--- config.mk ---
export PLATFORM = sky130hd
export DESIGN_NAME = aso_result_port
export DESIGN_NICKNAME = d
export VERILOG_FILES = /design/src/hw/aso_pkg.sv /design/src/hw/aso_result_port.sv
export VERILOG_INCLUDE_DIRS = /design/src /design/src/hw
export SDC_FILE = /design/constraint.sdc
export NUM_CORES = 1
export LEC_CHECK = 0
export BUFFER_PORTS_ARGS = -buffer_cell sky130_fd_sc_hd__buf_2
export CORE_ASPECT_RATIO = 1.4
export CORE_UTILIZATION = 57
export CTS_CLUSTER_SIZE = 25
export DETAILED_ROUTE_END_ITERATION = 10
export GPL_TIMING_DRIVEN = 0
export PLACE_DENSITY = 0.91
export SLEW_MARGIN = 5
export SYNTH_ARGS = -nofsm -noshare
export SYNTH_HDL_FRONTEND = slang
export SYNTH_SLANG_ARGS = --single-unit
--- constraint.sdc ---
create_clock -name ref_clk_i -period 3.3 [get_ports ref_clk_i]
set_input_delay 0.165 -clock ref_clk_i [delete_from_list [all_inputs] [get_ports ref_clk_i]]
set_output_delay 0.165 -clock ref_clk_i [all_outputs]
set_load 0.01 [all_outputs]
--- src/hw/aso_defs.svh ---
// Purpose: Offsets, field positions, reset values and counts of the serial result port
// Assumes: Included by bare name from the design module and the bench
// Notes:   Definitions only
`ifndef ASO_DEFS_SVH
`define ASO_DEFS_SVH

// ==========================================================================
// Register offsets (byte addresses)
`define ASO_OFS_CTRL       5'h00
`define ASO_OFS_STATUS     5'h04
`define ASO_OFS_MASK       5'h08
`define ASO_OFS_FRAME      5'h0C
`define ASO_OFS_STATE      5'h10

// ==========================================================================
// Field positions
`define ASO_CTRL_EN_BIT    0
`define ASO_EV_DONE_BIT    0
`define ASO_EV_FRAME_BIT   1
`define ASO_EV_ABORT_BIT   2
`define ASO_STATE_CNT_LSB  4

// ==========================================================================
// Reset values
`define ASO_CTRL_RST       1'h1
`define ASO_MASK_RST       3'h0
`define ASO_FRAME_RST      24'hFFFFFF

// ==========================================================================
// Frame and code limits, bus response codes
`define ASO_LAST_FALL      5'h17
`define ASO_CODE_MIN       22'sh3E0000
`define ASO_CODE_MAX       22'sh11FFFF
`define ASO_RESP_OKAY      2'h0
`define ASO_RESP_SLVERR    2'h2

`endif

--- src/hw/aso_pkg.sv ---
// Purpose: Types shared by the serial result port
// Assumes: aso_defs.svh holds the register numbers; the state codes are set here
// Notes:   Frame layout is the 24-bit word as shifted, bit 23 first
package aso_pkg;

	// ======================================================================
	// Converter states, Gray along convert, sleep, shift
	typedef enum logic [1:0]
	{
		ASO_ST_CONV  = 2'h0,
		ASO_ST_SLEEP = 2'h1,
		ASO_ST_SHIFT = 2'h3
	} aso_state_t;

	// ======================================================================
	// Output word
	typedef struct packed
	{
		logic        eoc_n;
		logic        filler_bit;
		logic        sign_flag;
		logic        out_of_range_flag;
		logic [19:0] result;
	} aso_frame_t;

	// ======================================================================
	// Sticky events
	typedef struct packed
	{
		logic abort;
		logic frame;
		logic done;
	} aso_events_t;

endpackage : aso_pkg

--- src/hw/aso_result_port.sv ---
// Purpose: Serial result output port of a delta-sigma converter with AXI4-Lite control
// Assumes: Converter core on ref_clk_i; select and serial clock are asynchronous pins
// Notes:   Serial clock is sampled, so it must be well below a quarter of ref_clk_i
`timescale 1ns/1ps
`default_nettype none
`include "aso_defs.svh"

module aso_result_port
	import aso_pkg::*;
#(
	parameter int ADDR_W = 5
)
(
	// Clock and reset
	input  wire logic               ref_clk_i,
	input  wire logic               arst_n_i,
	// Serial pins
	input  wire logic               converter_select_n_i,
	input  wire logic               sck_i,
	output logic                    sdo_o,
	output logic                    sdo_oe_o,
	// Converter core
	input  wire logic               conv_done_i,
	input  wire logic signed [21:0] conv_code_i,
	output logic                    conv_start_o,
	// AXI4-Lite slave
	input  wire logic               s_axi_awvalid_i,
	output logic                    s_axi_awready_o,
	input  wire logic [ADDR_W-1:0]  s_axi_awaddr_i,
	input  wire logic               s_axi_wvalid_i,
	output logic                    s_axi_wready_o,
	input  wire logic [31:0]        s_axi_wdata_i,
	input  wire logic [3:0]         s_axi_wstrb_i,
	output logic                    s_axi_bvalid_o,
	input  wire logic               s_axi_bready_i,
	output logic [1:0]              s_axi_bresp_o,
	input  wire logic               s_axi_arvalid_i,
	output logic                    s_axi_arready_o,
	input  wire logic [ADDR_W-1:0]  s_axi_araddr_i,
	output logic                    s_axi_rvalid_o,
	input  wire logic               s_axi_rready_i,
	output logic [31:0]             s_axi_rdata_o,
	output logic [1:0]              s_axi_rresp_o,
	// Interrupt
	output logic                    irq_o
);

	if (ADDR_W < 5)
	begin : g_addr_check
		$error("ADDR_W must be at least 5");
	end

	// ======================================================================
	// Pin synchronisers
	logic sel_s1_reg;
	logic sel_s2_reg;
	logic sel_d_reg;
	logic sck_s1_reg;
	logic sck_s2_reg;
	logic sck_d_reg;
	logic sel_low;
	logic sel_rise;
	logic sck_fall;

	always_ff @(posedge ref_clk_i or negedge arst_n_i)
	begin
		if (!arst_n_i)
		begin
			sel_s1_reg <= 1'h1;
			sel_s2_reg <= 1'h1;
			sel_d_reg  <= 1'h1;
			sck_s1_reg <= 1'h0;
			sck_s2_reg <= 1'h0;
			sck_d_reg  <= 1'h0;
		end
		else
		begin
			sel_s1_reg <= converter_select_n_i;
			sel_s2_reg <= sel_s1_reg;
			sel_d_reg  <= sel_s2_reg;
			sck_s1_reg <= sck_i;
			sck_s2_reg <= sck_s1_reg;
			sck_d_reg  <= sck_s2_reg;
		end
	end

	assign sel_low  = !sel_s2_reg;
	assign sel_rise = sel_s2_reg && !sel_d_reg;
	// Edges only count while selected; a high select leaves the shifter deaf
	assign sck_fall = sel_low && sck_d_reg && !sck_s2_reg;

	// ======================================================================
	// Result formatting
	function automatic aso_frame_t fmt_code(input logic signed [21:0] code);
		logic signed [21:0] c;
		aso_frame_t         f;
		c = code;
		if (code < `ASO_CODE_MIN)
			c = `ASO_CODE_MIN;
		else if (code > `ASO_CODE_MAX)
			c = `ASO_CODE_MAX;
		f.eoc_n             = 1'h0;
		f.filler_bit        = 1'h0;
		f.sign_flag         = !c[21];
		f.out_of_range_flag = c[21] || c[20];
		f.result            = c[19:0];
		return f;
	endfunction : fmt_code

	// ======================================================================
	// Converter sequence and shifter
	aso_state_t  state_reg;
	aso_state_t  state_next;
	logic [23:0] shreg_reg;
	logic [23:0] shreg_next;
	logic [4:0]  cnt_reg;
	logic [4:0]  cnt_next;
	logic        pend_reg;
	logic        pend_next;
	logic        start_reg;
	logic        start_next;
	logic        sdo_reg;
	logic        sdo_next;
	logic        oe_reg;
	logic [23:0] frame_reg;
	logic [23:0] frame_next;
	logic        ctrl_en_reg;
	aso_events_t ev;

	always_comb
	begin
		state_next = state_reg;
		shreg_next = shreg_reg;
		cnt_next   = cnt_reg;
		pend_next  = pend_reg;
		frame_next = frame_reg;
		ev         = '0;
		// Software may hold off the next conversion; the request waits
		start_next = pend_reg && ctrl_en_reg;
		if (start_next)
			pend_next = 1'h0;
		case (state_reg)
			ASO_ST_CONV:
			begin
				if (conv_done_i && !pend_reg)
				begin
					shreg_next = fmt_code(conv_code_i);
					frame_next = shreg_next;
					state_next = ASO_ST_SLEEP;
					ev.done    = 1'h1;
				end
			end
			ASO_ST_SLEEP:
			begin
				if (sck_fall)
				begin
					shreg_next = {shreg_reg[22:0], 1'h1};
					cnt_next   = 5'h1;
					state_next = ASO_ST_SHIFT;
				end
			end
			ASO_ST_SHIFT:
			begin
				if (sel_rise)
				begin
					state_next = ASO_ST_CONV;
					pend_next  = 1'h1;
					cnt_next   = 5'h0;
					ev.abort   = 1'h1;
				end
				else if (sck_fall && cnt_reg == `ASO_LAST_FALL)
				begin
					state_next = ASO_ST_CONV;
					pend_next  = 1'h1;
					cnt_next   = 5'h0;
					ev.frame   = 1'h1;
				end
				else if (sck_fall)
				begin
					shreg_next = {shreg_reg[22:0], 1'h1};
					cnt_next   = cnt_reg + 5'h1;
				end
			end
			default:
			begin
				state_next = ASO_ST_CONV;
			end
		endcase
		// Converting shows the done-low level high; the tail bits come out high too
		sdo_next = (state_next == ASO_ST_CONV) ? 1'h1 : shreg_next[23];
	end

	always_ff @(posedge ref_clk_i or negedge arst_n_i)
	begin
		if (!arst_n_i)
		begin
			state_reg <= ASO_ST_CONV;
			shreg_reg <= `ASO_FRAME_RST;
			cnt_reg   <= 5'h0;
			pend_reg  <= 1'h1;
			start_reg <= 1'h0;
			sdo_reg   <= 1'h1;
			oe_reg    <= 1'h0;
			frame_reg <= `ASO_FRAME_RST;
		end
		else
		begin
			state_reg <= state_next;
			shreg_reg <= shreg_next;
			cnt_reg   <= cnt_next;
			pend_reg  <= pend_next;
			start_reg <= start_next;
			sdo_reg   <= sdo_next;
			oe_reg    <= sel_low;
			frame_reg <= frame_next;
		end
	end

	// ======================================================================
	// AXI4-Lite slave and registers
	logic        awr_reg, awr_next;
	logic        wr_reg, wr_next;
	logic        bv_reg, bv_next;
	logic [1:0]  br_reg, br_next;
	logic        arr_reg, arr_next;
	logic        rv_reg, rv_next;
	logic [31:0] rd_reg, rd_next;
	logic [1:0]  rr_reg, rr_next;
	logic        awh_reg, awh_next;
	logic        wh_reg, wh_next;
	logic [ADDR_W-1:0] wa_reg, wa_next;
	logic [31:0] wd_reg, wd_next;
	logic [3:0]  ws_reg, ws_next;
	logic        ctrl_en_next;
	aso_events_t mask_reg, mask_next;
	aso_events_t stat_reg, stat_next;
	aso_events_t stat_clr;
	logic        irq_reg, irq_next;

	always_comb
	begin
		awh_next     = awh_reg;
		wh_next      = wh_reg;
		wa_next      = wa_reg;
		wd_next      = wd_reg;
		ws_next      = ws_reg;
		bv_next      = bv_reg;
		br_next      = br_reg;
		rv_next      = rv_reg;
		rd_next      = rd_reg;
		rr_next      = rr_reg;
		ctrl_en_next = ctrl_en_reg;
		mask_next    = mask_reg;
		stat_clr     = '0;
		if (s_axi_awvalid_i && awr_reg)
		begin
			awh_next = 1'h1;
			wa_next  = s_axi_awaddr_i;
		end
		if (s_axi_wvalid_i && wr_reg)
		begin
			wh_next = 1'h1;
			wd_next = s_axi_wdata_i;
			ws_next = s_axi_wstrb_i;
		end
		if (awh_reg && wh_reg && !bv_reg)
		begin
			awh_next = 1'h0;
			wh_next  = 1'h0;
			bv_next  = 1'h1;
			br_next  = `ASO_RESP_OKAY;
			if (wa_reg[4:2] == 3'(`ASO_OFS_CTRL >> 2))
			begin
				if (ws_reg[0])
					ctrl_en_next = wd_reg[`ASO_CTRL_EN_BIT];
			end
			else if (wa_reg[4:2] == 3'(`ASO_OFS_MASK >> 2))
			begin
				if (ws_reg[0])
					mask_next = wd_reg[2:0];
			end
			else
				br_next = `ASO_RESP_SLVERR;
		end
		if (bv_reg && s_axi_bready_i)
			bv_next = 1'h0;
		if (rv_reg && s_axi_rready_i)
			rv_next = 1'h0;
		if (s_axi_arvalid_i && arr_reg)
		begin
			rv_next = 1'h1;
			rd_next = 32'h0;
			rr_next = `ASO_RESP_OKAY;
			if (s_axi_araddr_i[4:2] == 3'(`ASO_OFS_CTRL >> 2))
				rd_next[`ASO_CTRL_EN_BIT] = ctrl_en_reg;
			else if (s_axi_araddr_i[4:2] == 3'(`ASO_OFS_STATUS >> 2))
			begin
				rd_next[2:0] = stat_reg;
				stat_clr     = stat_reg;
			end
			else if (s_axi_araddr_i[4:2] == 3'(`ASO_OFS_MASK >> 2))
				rd_next[2:0] = mask_reg;
			else if (s_axi_araddr_i[4:2] == 3'(`ASO_OFS_FRAME >> 2))
				rd_next[23:0] = frame_reg;
			else if (s_axi_araddr_i[4:2] == 3'(`ASO_OFS_STATE >> 2))
			begin
				rd_next[1:0] = state_reg;
				rd_next[`ASO_STATE_CNT_LSB +: 5] = cnt_reg;
			end
			else
				rr_next = `ASO_RESP_SLVERR;
		end
		// Upper address bits beyond the map also answer with an error
		if (s_axi_arvalid_i && arr_reg && s_axi_araddr_i > ADDR_W'(`ASO_OFS_STATE))
		begin
			rr_next = `ASO_RESP_SLVERR;
			rd_next = 32'h0;
		end
		awr_next  = !awh_next && !bv_next;
		wr_next   = !wh_next && !bv_next;
		arr_next  = !rv_next;
		// A set in the same cycle as the read-clear survives
		stat_next = (stat_reg & ~stat_clr) | ev;
		irq_next  = |(stat_next & mask_next);
	end

	always_ff @(posedge ref_clk_i or negedge arst_n_i)
	begin
		if (!arst_n_i)
		begin
			awr_reg     <= 1'h0;
			wr_reg      <= 1'h0;
			bv_reg      <= 1'h0;
			br_reg      <= 2'h0;
			arr_reg     <= 1'h0;
			rv_reg      <= 1'h0;
			rd_reg      <= 32'h0;
			rr_reg      <= 2'h0;
			awh_reg     <= 1'h0;
			wh_reg      <= 1'h0;
			wa_reg      <= '0;
			wd_reg      <= 32'h0;
			ws_reg      <= 4'h0;
			ctrl_en_reg <= `ASO_CTRL_RST;
			mask_reg    <= `ASO_MASK_RST;
			stat_reg    <= '0;
			irq_reg     <= 1'h0;
		end
		else
		begin
			awr_reg     <= awr_next;
			wr_reg      <= wr_next;
			bv_reg      <= bv_next;
			br_reg      <= br_next;
			arr_reg     <= arr_next;
			rv_reg      <= rv_next;
			rd_reg      <= rd_next;
			rr_reg      <= rr_next;
			awh_reg     <= awh_next;
			wh_reg      <= wh_next;
			wa_reg      <= wa_next;
			wd_reg      <= wd_next;
			ws_reg      <= ws_next;
			ctrl_en_reg <= ctrl_en_next;
			mask_reg    <= mask_next;
			stat_reg    <= stat_next;
			irq_reg     <= irq_next;
		end
	end

	// ======================================================================
	// Outputs
	assign sdo_o           = sdo_reg;
	assign sdo_oe_o        = oe_reg;
	assign conv_start_o    = start_reg;
	assign s_axi_awready_o = awr_reg;
	assign s_axi_wready_o  = wr_reg;
	assign s_axi_bvalid_o  = bv_reg;
	assign s_axi_bresp_o   = br_reg;
	assign s_axi_arready_o = arr_reg;
	assign s_axi_rvalid_o  = rv_reg;
	assign s_axi_rdata_o   = rd_reg;
	assign s_axi_rresp_o   = rr_reg;
	assign irq_o           = irq_reg;
endmodule : aso_result_port

`default_nettype wire

==> run_results.csv <==
group,metric,value,unit
synth,ys_ff_latch,111,
sta,setup_viol_count_final,0,
sta,period_needed,2.370,ns
power,cellPowerDensity,741.9,nW/um^2
sta,rsz0062_at_grt,"no",
synth,synth_compound_area_share,19.15,%
power,pwr-share-clk,25.0,%
hold_path,whs_path_depth,2,
cts,cts.clk_slew.worst_paths,0.07,ns
synth,synth_xor_area_share,0.5421,%
critical_path,cp.arrival,2.66,ns
sta,maxSlewHeadroom,35.70,%
critical_path,reg2reg_to,"s_axi_rdata_o[16]",
sta,fin_setup_tns,0,ns
final_layout,final_area,5754,um^2
synth,postSynthAreaPerCell,11.04,um^2
synth,synthArstFlopShare,100.0,%
critical_path,cp-end-kind,"register",
critical_path,r2r_start,"s_axi_arready_o",
grt,grtUsageTotal,26.24,%
die,die_area,8882,um^2
grt,antenna_found_initial,0,
die,die_w,79.94,um
cts,clock_path_buffers,2,
synth,synth_edf_count,0,
placed_design,place_area,5429,um^2
synth,synthDistinctLibCells,55,
placed_design,portBuffers,78,
power,netSwitchingFraction,29.43,%
critical_path,reg2reg_slack,0.93,ns
cts,cts_tree,"built",
grt,grt_pass1_vias,3747,
sta,fin_crit_sh,71.81,%
cts,cts.repair.resized,0,
sta,fin_skew,0.007696,ns
power,p_leak,2.788,nW
die,start_util,59.13,%
cts,post_cts_buffers,0,
sta,drv_slew,0,
sta,finalHoldViolations,0,
routing,drc_errors,0,
final_layout,syn2layout_area_growth,18.71,%
hold_path,hold_end,"s_axi_rvalid_o",
status,outcome,"complete, no violations",
synth,synthSimpleGateAreaFrac,13.63,%
die,core_area,8198,um^2
synth,synth_top_family_by_area,"compound AO/OA/AOI/OAI gates",
die,die_y,111.1,um
power,power,0.004269,W
synth,yosysSeqAreaShare,58.67,%
power,combPwrFrac,21.7,%
routing,drtIter0Drc,238,
routing,ant_nets,0,
routing,routed_wl,10830,um
synth,muxShareOfSynthArea,2.710,%
cts,htree_num_levels,3,
power,p_int,0.003013,W
synth,synth_flop_cell,"dfrtp_1",
final_layout,largest_reg_flops,24,
sta,fmax,422.0,MHz
grt,grt_pass1_wl,17770,um
placed_design,hpwl,7890,um
synth,synth_adder_area_share,0.2581,%
die,placement_rows,39,
power,ir_worst_vdd,0.4785,mV
synth,synth_area,4847,um^2
hold_path,hold_path.class,"in2reg",
cts,clk_latency,0.35,ns
routing,drt_first_pass_iters,5,
cts,cts.sinks,111,
routing,vias,3714,
routing,vias_per_cell,5.731,
hold_path,min_from,"s_axi_rready_i",
critical_path,critical_path.max_fanout,10,
sta,worst_pin_slew,0.9572,ns
cts,cts_buffers,9,
grt,grt_max_degree,68,
sta,worst_hold_slack,0.03076,ns
final_layout,final_layout_size_suffix_gt1_share,37.00,%
run,maxCapViolCount,0,
cts,hold_buffers,3,
critical_path,cp-start-kind,"register",
final_layout,antenna_cells,0,
synth,synth_warnings,0,
routing,wire_per_inst,16.71,um
grt,overflow,0,
die,io_pins,123,
critical_path,crit_type,"reg2reg",
cts,cts_root_buf,"clkbuf_16",
critical_path,cp.required,3.59,ns
power,p_sw,0.001257,W
placed_design,gp_congestion,0.8707,
critical_path,reg2reg_depth,4,
power,power.share.sequential,53.3,%
synth,netlist_instances,439,
final_layout,layout.nets,620,
[power groups by stage]
stage	Clock, W	Sequential (W)	Combinational [W]
CTS	0.00108	0.00227	0.000931
floorplan	0	0.00223	0.000632
detailed placement	0	0.00229	0.000921
finish	0.00107	0.00228	0.000925
global route	0.00113	0.00232	0.00104
global placement	0	0.00226	0.000871
[per-stage QoR]
step	util (%)	instances	setup WS [ns]
6_report	70.19	648	0.9304
3_3_place_gp	65.86	628	0.9600
4_1_cts	70.19	648	1.002
3_5_place_dp	66.22	629	1.041
5_1_grt	70.19	648	0.8928
2_1_floorplan	-	448	1.644
[layout make-up]
class	instances	area [um^2]
clock inverter	3	23.77
timing repair buffer	82	450.4
sequential	111	2844
buffer	32	183.9
multi-input combinational	290	1797
tap	102	127.6
fill	598	2444
clock buffer	13	271.5
inverter	15	56.30
[placed cells by master (no fill, tap or decap), types with 8 or more instances in the layout]
master,Yosys,final
dfrtp_1,58,58
clkbuf_16,0,10
o211ai_1,10,10
conb_1,1,10
nor2_1,20,20
dfstp_2,53,53
buf_2,6,83
a22o_1,16,16
o31ai_1,8,8
mux2_2,9,9
o21ai_0,14,14
inv_1,15,15
o211ai_2,9,9
buf_4,11,12
a21oi_1,15,15
nand2_1,90,90
o21ai_2,10,10
clkbuf_1,11,13
[layer usage]
metal | track usage (%) | vias to the layer above | part of all wire (%)
li1 | - | 1725 | -
met2 | 43.53 | 138 | 52
met1 | 32.34 | 1828 | 41
met3 | 4.198 | 23 | 4.2
met5 | 0 | - | 0
met4 | 14.05 | 0 | 2.9
[critical path: stages (launching register included)]
cell	delay, ns
dfrtp_1	0.42
nand2_1	0.29
nor3_1	0.87
clkbuf_1	0.50
a22o_1	0.22
[synthesized netlist by cell type (3+ instances only)]
library cell	number	area [um^2]
mux2_2	9	101.4
or2_2	4	25.02
o21a_1	4	30.03
buf_2	6	30.03
nor3_1	6	30.03
a22oi_1	5	37.54
buf_4	11	82.58
nand2_1	90	337.8
dfstp_2	53	1393
nor2_1	20	75.07
o21ai_0	14	70.07
o21ai_2	10	87.58
o211ai_2	9	112.6
a22o_1	16	140.1
o211ai_1	10	75.07
a21oi_1	15	75.07
inv_1	15	56.30
mux2i_1	3	30.03
nor2b_1	4	25.02
nand2b_1	3	18.77
xor2_1	3	26.28
a21o_1	5	37.54
dfrtp_1	58	1451
clkbuf_1	11	41.29
o31ai_1	8	60.06
o22ai_1	4	25.02
a221o_1	5	50.05
and2_1	3	18.77
[logic make-up after synthesis]
family / count (synthesis)
AO/OA/AOI/OAI: 118
XOR/XNOR: 3
adder cells (fa/ha/maj): 1
buffers and inverters: 47
flip-flops: 111
multiplexers: 12
other: 1
AND/OR/NAND/NOR: 146
[how the worst max path moves through the flow]
stage	from	endpoint	slack, ns	cells past startpoint
finish	s_axi_arready_o	s_axi_rdata_o[16]	0.93	4
global route	s_axi_arready_o	s_axi_rdata_o[16]	0.89	4
CTS	s_axi_arready_o	s_axi_rdata_o[16]	1.00	4
detailed placement	s_axi_arready_o	s_axi_rdata_o[14]	1.04	4
global placement	arst_n_i	sck_s1_reg	0.96	1
floorplan	cnt_reg[0]	shreg_reg[17]	1.64	5
(Power assumes the default switching activity.)
